==> src/logic/grs_regs.vh <==
// constants for the gear resolution parameter setup block
`ifndef GRS_REGS_VH
`define GRS_REGS_VH
// ==========================================
// parameter select codes (write and read port)
`define GRS_SEL_ACT_MECH 4'h0
`define GRS_SEL_ACT_DEN 4'h1
`define GRS_SEL_ACT_NUM 4'h2
`define GRS_SEL_PRESET 4'h3
`define GRS_SEL_ST_MECH 4'h4
`define GRS_SEL_ST_DEN 4'h5
`define GRS_SEL_ST_NUM 4'h6
`define GRS_SEL_SEN_PRES 4'h8
`define GRS_SEL_SEN_DEN 4'h9
`define GRS_SEL_SEN_NUM 4'ha
`define GRS_SEL_RES_LO 4'hc
`define GRS_SEL_RES_HI 4'hd
`define GRS_SEL_STATUS 4'he
// ==========================================
// reset values
`define GRS_MECH_RST 8'h00
`define GRS_GEAR_RST 16'h0001
`define GRS_PRESET_RST 16'h0000
`define GRS_MECH_SENSOR 8'h00
`define GRS_MECH_MANUAL 8'h01
// ==========================================
// resolution arithmetic and legal range
`define GRS_RES_BASE 30'h0002710
`define GRS_RES_MIN 30'h0000064
`define GRS_RES_MAX 30'h0002710
`define GRS_RES_DEFAULT 30'h0002710
// ==========================================
// status word bit positions
`define GRS_ST_WARN 0
`define GRS_ST_ALARM 1
`define GRS_ST_SENSOR 2
`define GRS_ST_COPY 3
`define GRS_ST_BUSY 4
`define GRS_ST_REDO 5
`define GRS_ST_MECHP 6
// boot wait, covers the two-stage synchroniser
`define GRS_BOOT_LOAD 2'h2
`define GRS_BOOT_DONE 2'h3
`endif

==> src/logic/grs_divider.v <==
// sequential restoring divider for the resolution quotient
`default_nettype none
module grs_divider #(
  parameter WN = 30,
  parameter WD = 16,
  parameter CW = 5
) (
  input wire clk,
  input wire rst,
  input wire start,
  input wire [WN-1:0] dividend,
  input wire [WD-1:0] divisor,
  output reg busy,
  output reg done,
  output reg [WN-1:0] quotient,
  output reg rem_nz
);
  reg [WN-1:0] quo;
  reg [WD-1:0] rem;
  reg [CW-1:0] cnt;
  // divisor held for the whole divide, so a gear write mid-divide cannot corrupt it
  reg [WD-1:0] dvs;
  wire [WD:0] trial = {rem, quo[WN-1]};
  wire fits = (trial >= {1'b0, dvs});
  wire [WD:0] diff = trial - {1'b0, dvs};
  // ==========================================
  // one quotient bit per clock; write checks refuse a zero divisor, but a sensor copy can still load one
  always @(posedge clk) begin
    if (rst) begin
      quo <= {WN{1'b0}};
      rem <= {WD{1'b0}};
      dvs <= {WD{1'b0}};
      cnt <= {CW{1'b0}};
      busy <= 1'b0;
      done <= 1'b0;
      quotient <= {WN{1'b0}};
      rem_nz <= 1'b0;
    end else begin
      done <= 1'b0;
      if (start && !busy) begin
        quo <= dividend;
        dvs <= divisor;
        rem <= {WD{1'b0}};
        cnt <= WN[CW-1:0];
        busy <= 1'b1;
      end else if (busy) begin
        rem <= fits ? diff[WD-1:0] : trial[WD-1:0];
        quo <= {quo[WN-2:0], fits};
        cnt <= cnt - {{(CW-1){1'b0}}, 1'b1};
        if (cnt == {{(CW-1){1'b0}}, 1'b1}) begin
          busy <= 1'b0;
          done <= 1'b1;
          quotient <= {quo[WN-2:0], fits};
          rem_nz <= fits ? (diff[WD-1:0] != {WD{1'b0}}) : (trial[WD-1:0] != {WD{1'b0}});
        end
      end
    end
  end
endmodule
`default_nettype wire

==> src/logic/grs_alarm.v <==
// range check, gear warning and gear alarm latch
`default_nettype none
`include "grs_regs.vh"
module grs_alarm (
  input wire clk,
  input wire rst,
  input wire chk_valid,
  input wire [29:0] res,
  input wire rem_nz,
  input wire reapply,
  input wire config_cmd,
  input wire alarm_clr,
  output reg warn,
  output reg alarm
);
  // a fraction above the top value is still above the legal range
  wire out_of_range = (res < `GRS_RES_MIN) || (res > `GRS_RES_MAX) ||
                      ((res == `GRS_RES_MAX) && rem_nz);
  // ==========================================
  // warning follows each fresh check and never stops the drive
  always @(posedge clk) begin
    if (rst) begin
      warn <= 1'b0;
    end else if (chk_valid) begin
      warn <= out_of_range;
    end
  end
  // ==========================================
  // alarm is sticky; a set in the clear cycle wins
  always @(posedge clk) begin
    if (rst) begin
      alarm <= 1'b0;
    end else if (warn && (reapply || config_cmd)) begin
      alarm <= 1'b1;
    end else if (alarm_clr) begin
      alarm <= 1'b0;
    end
  end
endmodule
`default_nettype wire

==> src/logic/grs_top.v <==
// gear resolution parameter setup: source select, gear store, resolution check
// Operation
// factory default uses sensor fixed values first
// any host write switches all parameters to driver
// sensor fixed values are read only
// manually written parameters survive a sensor copy
// copied values apply after control power cycle
// report active, stored and sensor views separately
// resolution equals 10000 times numerator over denominator
// legal resolution 100 to 10000, default 10000
// gear values 1 to 65535, reset 1
// mechanism source 0 sensor, 1 manual, reset 0
// mechanism source change applies after power cycle
// out of range resolution raises warning only
// power cycle or configure with warning raises alarm
// host repeats preset when preset nonzero
// zero preset recalculates position on resolution change
// reset resolution taken from sensor when present
// recompute and check after every gear write
`default_nettype none
`include "grs_regs.vh"
module grs_top (
  input wire clk,
  input wire rst,
  input wire wr_en,
  input wire [3:0] wr_sel,
  input wire [15:0] wr_data,
  input wire copy_cmd,
  input wire config_cmd,
  input wire alarm_clr,
  input wire [3:0] rd_sel,
  input wire power_cycle,
  input wire sensor_present,
  input wire [15:0] sensor_den,
  input wire [15:0] sensor_num,
  output reg [15:0] rd_data,
  output reg wr_ack,
  output reg wr_err,
  output reg [29:0] resolution,
  output reg res_valid,
  output reg gear_warn,
  output reg gear_alarm,
  output reg using_sensor,
  output reg pos_recalc,
  output reg preset_redo
);
  // ==========================================
  // synchronisers for pins from outside the clock domain
  reg s1_pres;
  reg s2_pres;
  reg [15:0] s1_den;
  reg [15:0] s2_den;
  reg [15:0] s1_num;
  reg [15:0] s2_num;
  reg s1_pwr;
  reg s2_pwr;
  reg s3_pwr;
  // static sensor data; a short skew while it settles is covered by boot wait
  always @(posedge clk) begin
    if (rst) begin
      s1_pres <= 1'b0;
      s2_pres <= 1'b0;
      s1_den <= `GRS_GEAR_RST;
      s2_den <= `GRS_GEAR_RST;
      s1_num <= `GRS_GEAR_RST;
      s2_num <= `GRS_GEAR_RST;
      s1_pwr <= 1'b0;
      s2_pwr <= 1'b0;
      s3_pwr <= 1'b0;
    end else begin
      s1_pres <= sensor_present;
      s2_pres <= s1_pres;
      s1_den <= sensor_den;
      s2_den <= s1_den;
      s1_num <= sensor_num;
      s2_num <= s1_num;
      s1_pwr <= power_cycle;
      s2_pwr <= s1_pwr;
      s3_pwr <= s2_pwr;
    end
  end
  // control power re-applied: rising edge of the synchronised level
  wire reapply = s2_pwr && !s3_pwr;
  // a zero gear from the sensor would be illegal, so fall back to driver data
  wire sen_ok = s2_pres && (s2_den != 16'h0000) && (s2_num != 16'h0000);
  // ==========================================
  // boot sequencer: one load after the synchronisers have filled
  reg [1:0] boot_cnt;
  always @(posedge clk) begin
    if (rst) begin
      boot_cnt <= 2'h0;
    end else if (boot_cnt != `GRS_BOOT_DONE) begin
      boot_cnt <= boot_cnt + 2'h1;
    end
  end
  wire boot_load = (boot_cnt == `GRS_BOOT_LOAD);
  wire load = boot_load || reapply;
  // ==========================================
  // parameter state
  reg [7:0] st_mech;
  reg [15:0] st_den;
  reg [15:0] st_num;
  reg [15:0] preset;
  reg [7:0] act_mech;
  reg [15:0] act_den;
  reg [15:0] act_num;
  reg drv_pref;
  reg copy_pend;
  reg man_den;
  reg man_num;
  // ==========================================
  // write decode and legality
  wire is_mech = (wr_sel == `GRS_SEL_ACT_MECH) || (wr_sel == `GRS_SEL_ST_MECH);
  wire is_den = (wr_sel == `GRS_SEL_ACT_DEN) || (wr_sel == `GRS_SEL_ST_DEN);
  wire is_num = (wr_sel == `GRS_SEL_ACT_NUM) || (wr_sel == `GRS_SEL_ST_NUM);
  wire is_pre = (wr_sel == `GRS_SEL_PRESET);
  wire gear_zero = (wr_data == 16'h0000);
  wire mech_bad = (wr_data > {8'h00, `GRS_MECH_MANUAL});
  wire manual_on = (act_mech == `GRS_MECH_MANUAL);
  reg wr_ok;
  // sensor views, status and unknown codes fall out as refusals
  always @* begin
    wr_ok = 1'b0;
    if (is_mech) begin
      wr_ok = !mech_bad;
    end else if (is_den || is_num) begin
      wr_ok = manual_on && !gear_zero;
    end else if (is_pre) begin
      wr_ok = 1'b1;
    end else begin
      wr_ok = 1'b0;
    end
  end
  wire acc = wr_en && wr_ok;
  // a write in the same cycle wins; the copy is then dropped with no answer
  wire copy_ok = copy_cmd && s2_pres && !wr_en;
  wire drv_after = drv_pref || copy_pend;
  // ==========================================
  // driver memory: host writes and sensor copy
  always @(posedge clk) begin
    if (rst) begin
      st_mech <= `GRS_MECH_RST;
      st_den <= `GRS_GEAR_RST;
      st_num <= `GRS_GEAR_RST;
      preset <= `GRS_PRESET_RST;
      man_den <= 1'b0;
      man_num <= 1'b0;
    end else if (acc) begin
      if (is_mech) begin
        st_mech <= wr_data[7:0];
      end
      if (is_den) begin
        st_den <= wr_data;
        man_den <= 1'b1;
      end
      if (is_num) begin
        st_num <= wr_data;
        man_num <= 1'b1;
      end
      if (is_pre) begin
        preset <= wr_data;
      end
    end else if (copy_ok) begin
      // manual values written earlier are kept
      if (!man_den) begin
        st_den <= s2_den;
      end
      if (!man_num) begin
        st_num <= s2_num;
      end
    end
  end
  // ==========================================
  // source preference and copy pending flag
  always @(posedge clk) begin
    if (rst) begin
      drv_pref <= 1'b0;
      copy_pend <= 1'b0;
    end else begin
      if (acc) begin
        drv_pref <= 1'b1;
      end else if (reapply) begin
        drv_pref <= drv_after;
      end
      if (copy_ok) begin
        copy_pend <= 1'b1;
      end else if (reapply) begin
        copy_pend <= 1'b0;
      end
    end
  end
  // ==========================================
  // values in effect; reload at boot and at every power cycle
  always @(posedge clk) begin
    if (rst) begin
      act_mech <= `GRS_MECH_RST;
      act_den <= `GRS_GEAR_RST;
      act_num <= `GRS_GEAR_RST;
    end else if (load) begin
      act_mech <= st_mech;
      if (sen_ok && !drv_after && (st_mech == `GRS_MECH_SENSOR)) begin
        act_den <= s2_den;
        act_num <= s2_num;
      end else begin
        act_den <= st_den;
        act_num <= st_num;
      end
    end else if (acc && is_den) begin
      act_den <= wr_data;
    end else if (acc && is_num) begin
      act_num <= wr_data;
    end
  end
  // ==========================================
  // resolution request: any change of the gears in effect
  reg calc_req;
  wire div_busy;
  wire div_done;
  wire [29:0] div_q;
  wire div_rem;
  wire gear_chg = load || (acc && (is_den || is_num));
  // a write during a divide is held over and recomputed afterwards
  always @(posedge clk) begin
    if (rst) begin
      calc_req <= 1'b0;
    end else if (gear_chg) begin
      calc_req <= 1'b1;
    end else if (!div_busy) begin
      calc_req <= 1'b0;
    end
  end
  wire div_start = calc_req && !div_busy && !gear_chg;
  wire [29:0] dividend = {14'h0000, act_num} * `GRS_RES_BASE;
  grs_divider #(
    .WN(30),
    .WD(16),
    .CW(5)
  ) u_div (
    .clk(clk),
    .rst(rst),
    .start(div_start),
    .dividend(dividend),
    .divisor(act_den),
    .busy(div_busy),
    .done(div_done),
    .quotient(div_q),
    .rem_nz(div_rem)
  );
  // ==========================================
  // range check and alarm
  wire warn_w;
  wire alarm_w;
  grs_alarm u_alm (
    .clk(clk),
    .rst(rst),
    .chk_valid(div_done),
    .res(div_q),
    .rem_nz(div_rem),
    .reapply(reapply),
    .config_cmd(config_cmd),
    .alarm_clr(alarm_clr),
    .warn(warn_w),
    .alarm(alarm_w)
  );
  // ==========================================
  // resolution output and position follow-up
  reg res_known;
  always @(posedge clk) begin
    if (rst) begin
      resolution <= `GRS_RES_DEFAULT;
      res_known <= 1'b0;
      res_valid <= 1'b0;
      pos_recalc <= 1'b0;
      preset_redo <= 1'b0;
    end else begin
      pos_recalc <= 1'b0;
      res_valid <= div_done;
      // clear first, so a change in the preset write cycle still sets the flag
      if (acc && is_pre) begin
        preset_redo <= 1'b0;
      end
      if (div_done) begin
        resolution <= div_q;
        res_known <= 1'b1;
        // the first result after reset is no change of resolution
        if (res_known && (div_q != resolution)) begin
          if (preset == `GRS_PRESET_RST) begin
            pos_recalc <= 1'b1;
          end else begin
            preset_redo <= 1'b1;
          end
        end
      end
    end
  end
  // ==========================================
  // status flags mirrored onto registered outputs
  always @(posedge clk) begin
    if (rst) begin
      gear_warn <= 1'b0;
      gear_alarm <= 1'b0;
      using_sensor <= 1'b1;
      wr_ack <= 1'b0;
      wr_err <= 1'b0;
    end else begin
      gear_warn <= warn_w;
      gear_alarm <= alarm_w;
      using_sensor <= !drv_pref;
      wr_ack <= acc || copy_ok;
      wr_err <= (wr_en && !wr_ok) || (copy_cmd && !s2_pres && !wr_en);
    end
  end
  // ==========================================
  // read port: three separate parameter views plus status
  wire [15:0] status = {9'h000, (st_mech != act_mech), preset_redo, div_busy || calc_req,
                        copy_pend, !drv_pref, alarm_w, warn_w};
  reg [15:0] next_rd;
  always @* begin
    case (rd_sel)
      `GRS_SEL_ACT_MECH: next_rd = {8'h00, act_mech};
      `GRS_SEL_ACT_DEN: next_rd = act_den;
      `GRS_SEL_ACT_NUM: next_rd = act_num;
      `GRS_SEL_PRESET: next_rd = preset;
      `GRS_SEL_ST_MECH: next_rd = {8'h00, st_mech};
      `GRS_SEL_ST_DEN: next_rd = st_den;
      `GRS_SEL_ST_NUM: next_rd = st_num;
      `GRS_SEL_SEN_PRES: next_rd = {15'h0000, s2_pres};
      `GRS_SEL_SEN_DEN: next_rd = s2_den;
      `GRS_SEL_SEN_NUM: next_rd = s2_num;
      `GRS_SEL_RES_LO: next_rd = resolution[15:0];
      `GRS_SEL_RES_HI: next_rd = {2'h0, resolution[29:16]};
      `GRS_SEL_STATUS: next_rd = status;
      default: next_rd = 16'h0000;
    endcase
  end
  // read data lags the select by one clock
  always @(posedge clk) begin
    if (rst) begin
      rd_data <= 16'h0000;
    end else begin
      rd_data <= next_rd;
    end
  end
endmodule
`default_nettype wire

==> config.mk <==
export PLATFORM = sky130hd
export DESIGN_NAME = grs_top
export DESIGN_NICKNAME = d
export VERILOG_FILES = /design/src/logic/grs_divider.v /design/src/logic/grs_alarm.v /design/src/logic/grs_top.v
export VERILOG_INCLUDE_DIRS = /design/src /design/src/logic
export SDC_FILE = /design/constraint.sdc
export NUM_CORES = 1
export LEC_CHECK = 0
export BUFFER_PORTS_ARGS = -buffer_cell sky130_fd_sc_hd__buf_2
export CORE_UTILIZATION = 55
export DETAILED_ROUTE_END_ITERATION = 10
export GPL_TIMING_DRIVEN = 0
export PLACE_DENSITY = 0.74
export SLEW_MARGIN = 20
export SYNTH_ARGS = -nofsm -noshare
export SYNTH_HDL_FRONTEND = slang
export SYNTH_SLANG_ARGS = --single-unit
==> constraint.sdc <==
create_clock -name clk -period 6.75 [get_ports clk]
set_clock_uncertainty 0.05 [all_clocks]
set_input_delay 0.675 -clock clk [delete_from_list [all_inputs] [get_ports clk]]
set_output_delay 0.675 -clock clk [all_outputs]
set_load 0.05 [all_outputs]
==> flow_metrics.env <==
export IMPL_crit_required_ns=7.09
export IMPL_switching_share_pct=34.8
export IMPL_ys_flop_type="dfxtp_1"
export IMPL_finalWorstSetupSlack_ns=0.935
export IMPL_synth_nets=2154
export IMPL_area_growth_pct=13.3
export IMPL_seqPwrFrac_pct=35.1
export IMPL_syn_inst=1964
export IMPL_n_antenna_cell=0
export IMPL_path_clk_slew_ns=0.06
export IMPL_mostFrequentLayoutCell="dfxtp_1"
export IMPL_grt_total_usage_pct=37.8
export IMPL_num_vias=15900
export IMPL_io_pins=118
export IMPL_cts_hold_buf=0
export IMPL_synth_largest_area_cell="dfxtp_1"
export IMPL_syn_area_per_cell_sq_um=8.72
export IMPL_drtIter0Drc=1895
export IMPL_crit_fanout=5
export IMPL_grt_overflow_total=0
export IMPL_largestRegisters="resolution (30), u_div.quo (30), u_div.quotient (30)"
export IMPL_drt_met1_wl_microns=25200
export IMPL_portBuffers=116
export IMPL_ctsRootBufferMaster="clkbuf_16"
export IMPL_power_density_mw_per_mm2=321
export IMPL_wl_met3_microns=6160
export IMPL_yosysTopAreaCellShare_pct=38.5
export IMPL_synth_edf_count=0
export IMPL_p_clk_share_pct=32.3
export IMPL_critPathTopFamily="adder cells"
export IMPL_worstSetupPathType="reg -> reg"
export IMPL_fillCellCount=2714
export IMPL_finalHoldViolCount=0
export IMPL_coreArea_sq_mm=0.0306
export IMPL_antenna_found_initial=0
export IMPL_max_freq_mhz=172
export IMPL_cap_violations=0
export IMPL_cts_max_path_buffers=3
export IMPL_final_cell_mix="dfxtp_1, nand2_1, a21oi_1"
export IMPL_htreeDepth=2
export IMPL_period_share_pct=86.1
export IMPL_crit_path_cell_trace="inv_1 -> fa_1 -> inv_1 -> ha_1 -> inv_1 -> fa_1 -> inv_1 -> ha_1 -> inv_1 -> fa_1 -> inv_1 -> ha_1 -> o21a_1 -> a2111oi_0 -> o41ai_1 -> a21oi_1 -> nor2_1 -> o211a_1 -> a2111oi_0"
export IMPL_fin_nets=2307
export IMPL_worstSetupEndpointType="register"
export IMPL_layout_drive_gt1_share_pct=10.4
export IMPL_power_switching_mw=2.17
export IMPL_initial_core_util_pct=56.0
export IMPL_yosysUniqueCellTypes=71
export IMPL_max_slew_margin_pct=14.7
export IMPL_critPathLaunchType="register"
export IMPL_die_area_sq_mm=0.0318
export IMPL_grt_pass1_wl_microns=89500
export IMPL_cp_num_buf_inv=6
export IMPL_multi_input_area_sq_mm=0.00960
export IMPL_async_flop_share_pct=0
export IMPL_clkSinkCount=329
export IMPL_wire_per_inst_microns=23.5
export IMPL_min_path_type="in -> reg"
export IMPL_leakagePower_nw=7.93
export IMPL_routed_wl_microns=59500
export IMPL_route_detailed_drc=0
export IMPL_tritoncts="done"
export IMPL_viasPerCell=6.27
export IMPL_tns_ns=0
export IMPL_seqCellArea_sq_mm=0.00659
export IMPL_total_power_mw=6.24
export IMPL_period_needed_ns=5.81
export IMPL_clk_latency_ns=0.53
export IMPL_crit_top_cell="inv_1"
export IMPL_power_frac_comb_pct=32.6
export IMPL_die_width_microns=178
export IMPL_cp_slowest_cell="a2111oi_0"
export IMPL_p_int_mw=4.07
export IMPL_syn_area_sq_mm=0.0171
export IMPL_route_top_layer_used="met4"
export IMPL_met2_length_microns=25400
export IMPL_ys_warn_count=0
export IMPL_cts_setup_buffers=0
export IMPL_place_congestion=1.01
export IMPL_drtPass1Iterations=6
export IMPL_pre_cts_slack_ns=1.01
export IMPL_synth_seq_cells=329
export IMPL_hpwl_microns=46600
export IMPL_grt_pass1_vias=14900
export IMPL_ys_seq_area_share_pct=38.5
export IMPL_worstMarginPinSlew_ns=1.27
export IMPL_grt_max_degree=15
export IMPL_cp_arrival_ns=6.15
export IMPL_slowest_delay_ns=0.76
export IMPL_status="finished clean"
export IMPL_setup_viol=0
export IMPL_die_h_microns=178
export IMPL_cts_made_buffers=35
export IMPL_final_max_slew_violation_count=0
export IMPL_rsz0062_at_grt="no"
export IMPL_ant_nets=0
export IMPL_synth_area_top_cells="dfxtp_1, ha_1, nand2_1"
export IMPL_rows=64
export IMPL_cts_resized=0
export IMPL_vdd_drop_max_mv=0.221
[per-layer routing]
metal	up-vias	GRT usage (%)
met1	7581	51.5
met3	186	7.01
met4	0	16.5
met2	917	58.0
li1	7229	-
met5	-	0
[final cells by class]
cell class,instances,area share [%]
inverters,133,2.57
multi-input cells,1392,49.5
clock buffers,48,5.08
well taps,396,2.55
clock inverters,13,1.09
flip-flops and latches,329,33.9
plain buffers,110,2.27
repair buffers,116,2.99
[synthesized netlist by cell type, types with 4 or more instances]
| library cell | instances |
|---|---|
| dfxtp_1 | 329 |
| nand2_1 | 262 |
| a21oi_1 | 157 |
| nor2_1 | 135 |
| inv_1 | 133 |
| ha_1 | 90 |
| clkbuf_1 | 88 |
| nor2b_1 | 78 |
| mux2i_1 | 76 |
| xnor2_1 | 42 |
| a22oi_1 | 40 |
| o21ai_0 | 40 |
| fa_1 | 36 |
| nor4_1 | 33 |
| a211oi_1 | 29 |
| a221oi_1 | 28 |
| a311oi_1 | 27 |
| a22o_1 | 22 |
| nor3_1 | 22 |
| mux2_2 | 21 |
| xor2_1 | 21 |
| a31oi_1 | 19 |
| nand4_1 | 19 |
| o211ai_1 | 18 |
| a21o_1 | 16 |
| and2_1 | 15 |
| nand3_1 | 14 |
| nand2b_1 | 13 |
| buf_1 | 12 |
| or2_2 | 11 |
| a211o_1 | 9 |
| and3_1 | 9 |
| a222oi_1 | 8 |
| buf_2 | 7 |
| o22ai_1 | 7 |
| nor3b_1 | 6 |
| nand3b_1 | 5 |
| o21bai_1 | 5 |
| or3_1 | 5 |
| a2111oi_0 | 4 |
| a311oi_2 | 4 |
| and4_1 | 4 |
| or4_1 | 4 |
[through the flow]
stage | hold slack, ns | instance area, sq um | util (%) | instances
2_1_floorplan | 0.339 | 17100 | - | 1964
3_3_place_gp | 0.345 | 18200 | 59.5 | 2476
3_5_place_dp | 0.343 | 18200 | 59.5 | 2476
4_1_cts | 0.274 | 19400 | 63.4 | 2537
5_1_grt | 0.279 | 19400 | 63.4 | 2537
6_report | 0.275 | 19400 | 63.4 | 2537
[power by group through the flow]
stage          clock network (mW)  logic [mW]  registers [mW]
2_1_floorplan                   0        1.53            2.17
3_3_place_gp                    0        1.96            2.22
3_5_place_dp                    0        1.99            2.22
4_1_cts                      2.02        2.01            2.18
5_1_grt                      2.10        2.30            2.19
6_report                     2.01        2.03            2.19
[final timing paths]
check,startpoint,to,slack (ns),cells past startpoint
hold / removal,sensor_num[0],s1_num[0],0.27,2
setup reg to reg,act_num[5],u_div.quo[26],0.94,19
hold reg to reg,s1_num[0],s2_num[0],0.36,1
setup / recovery,act_num[5],u_div.quo[26],0.94,19
[kinds of logic (layout without fill, tap and decap cells)]
logic type               count (synthesis)  in the layout  share of synthesized area [%]
AO/OA/AOI/OAI                          464            464                           18.6
XOR/XNOR                                63             63                           3.22
adder cells (fa/ha/maj)                126            126                           10.8
buffers and inverters                  243            420                           5.49
flip-flops                             329            329                           38.5
multiplexers                            97             97                           5.82
AND/OR/NAND/NOR                        642            642                           17.7
Power figures use the tool's default switching activity.
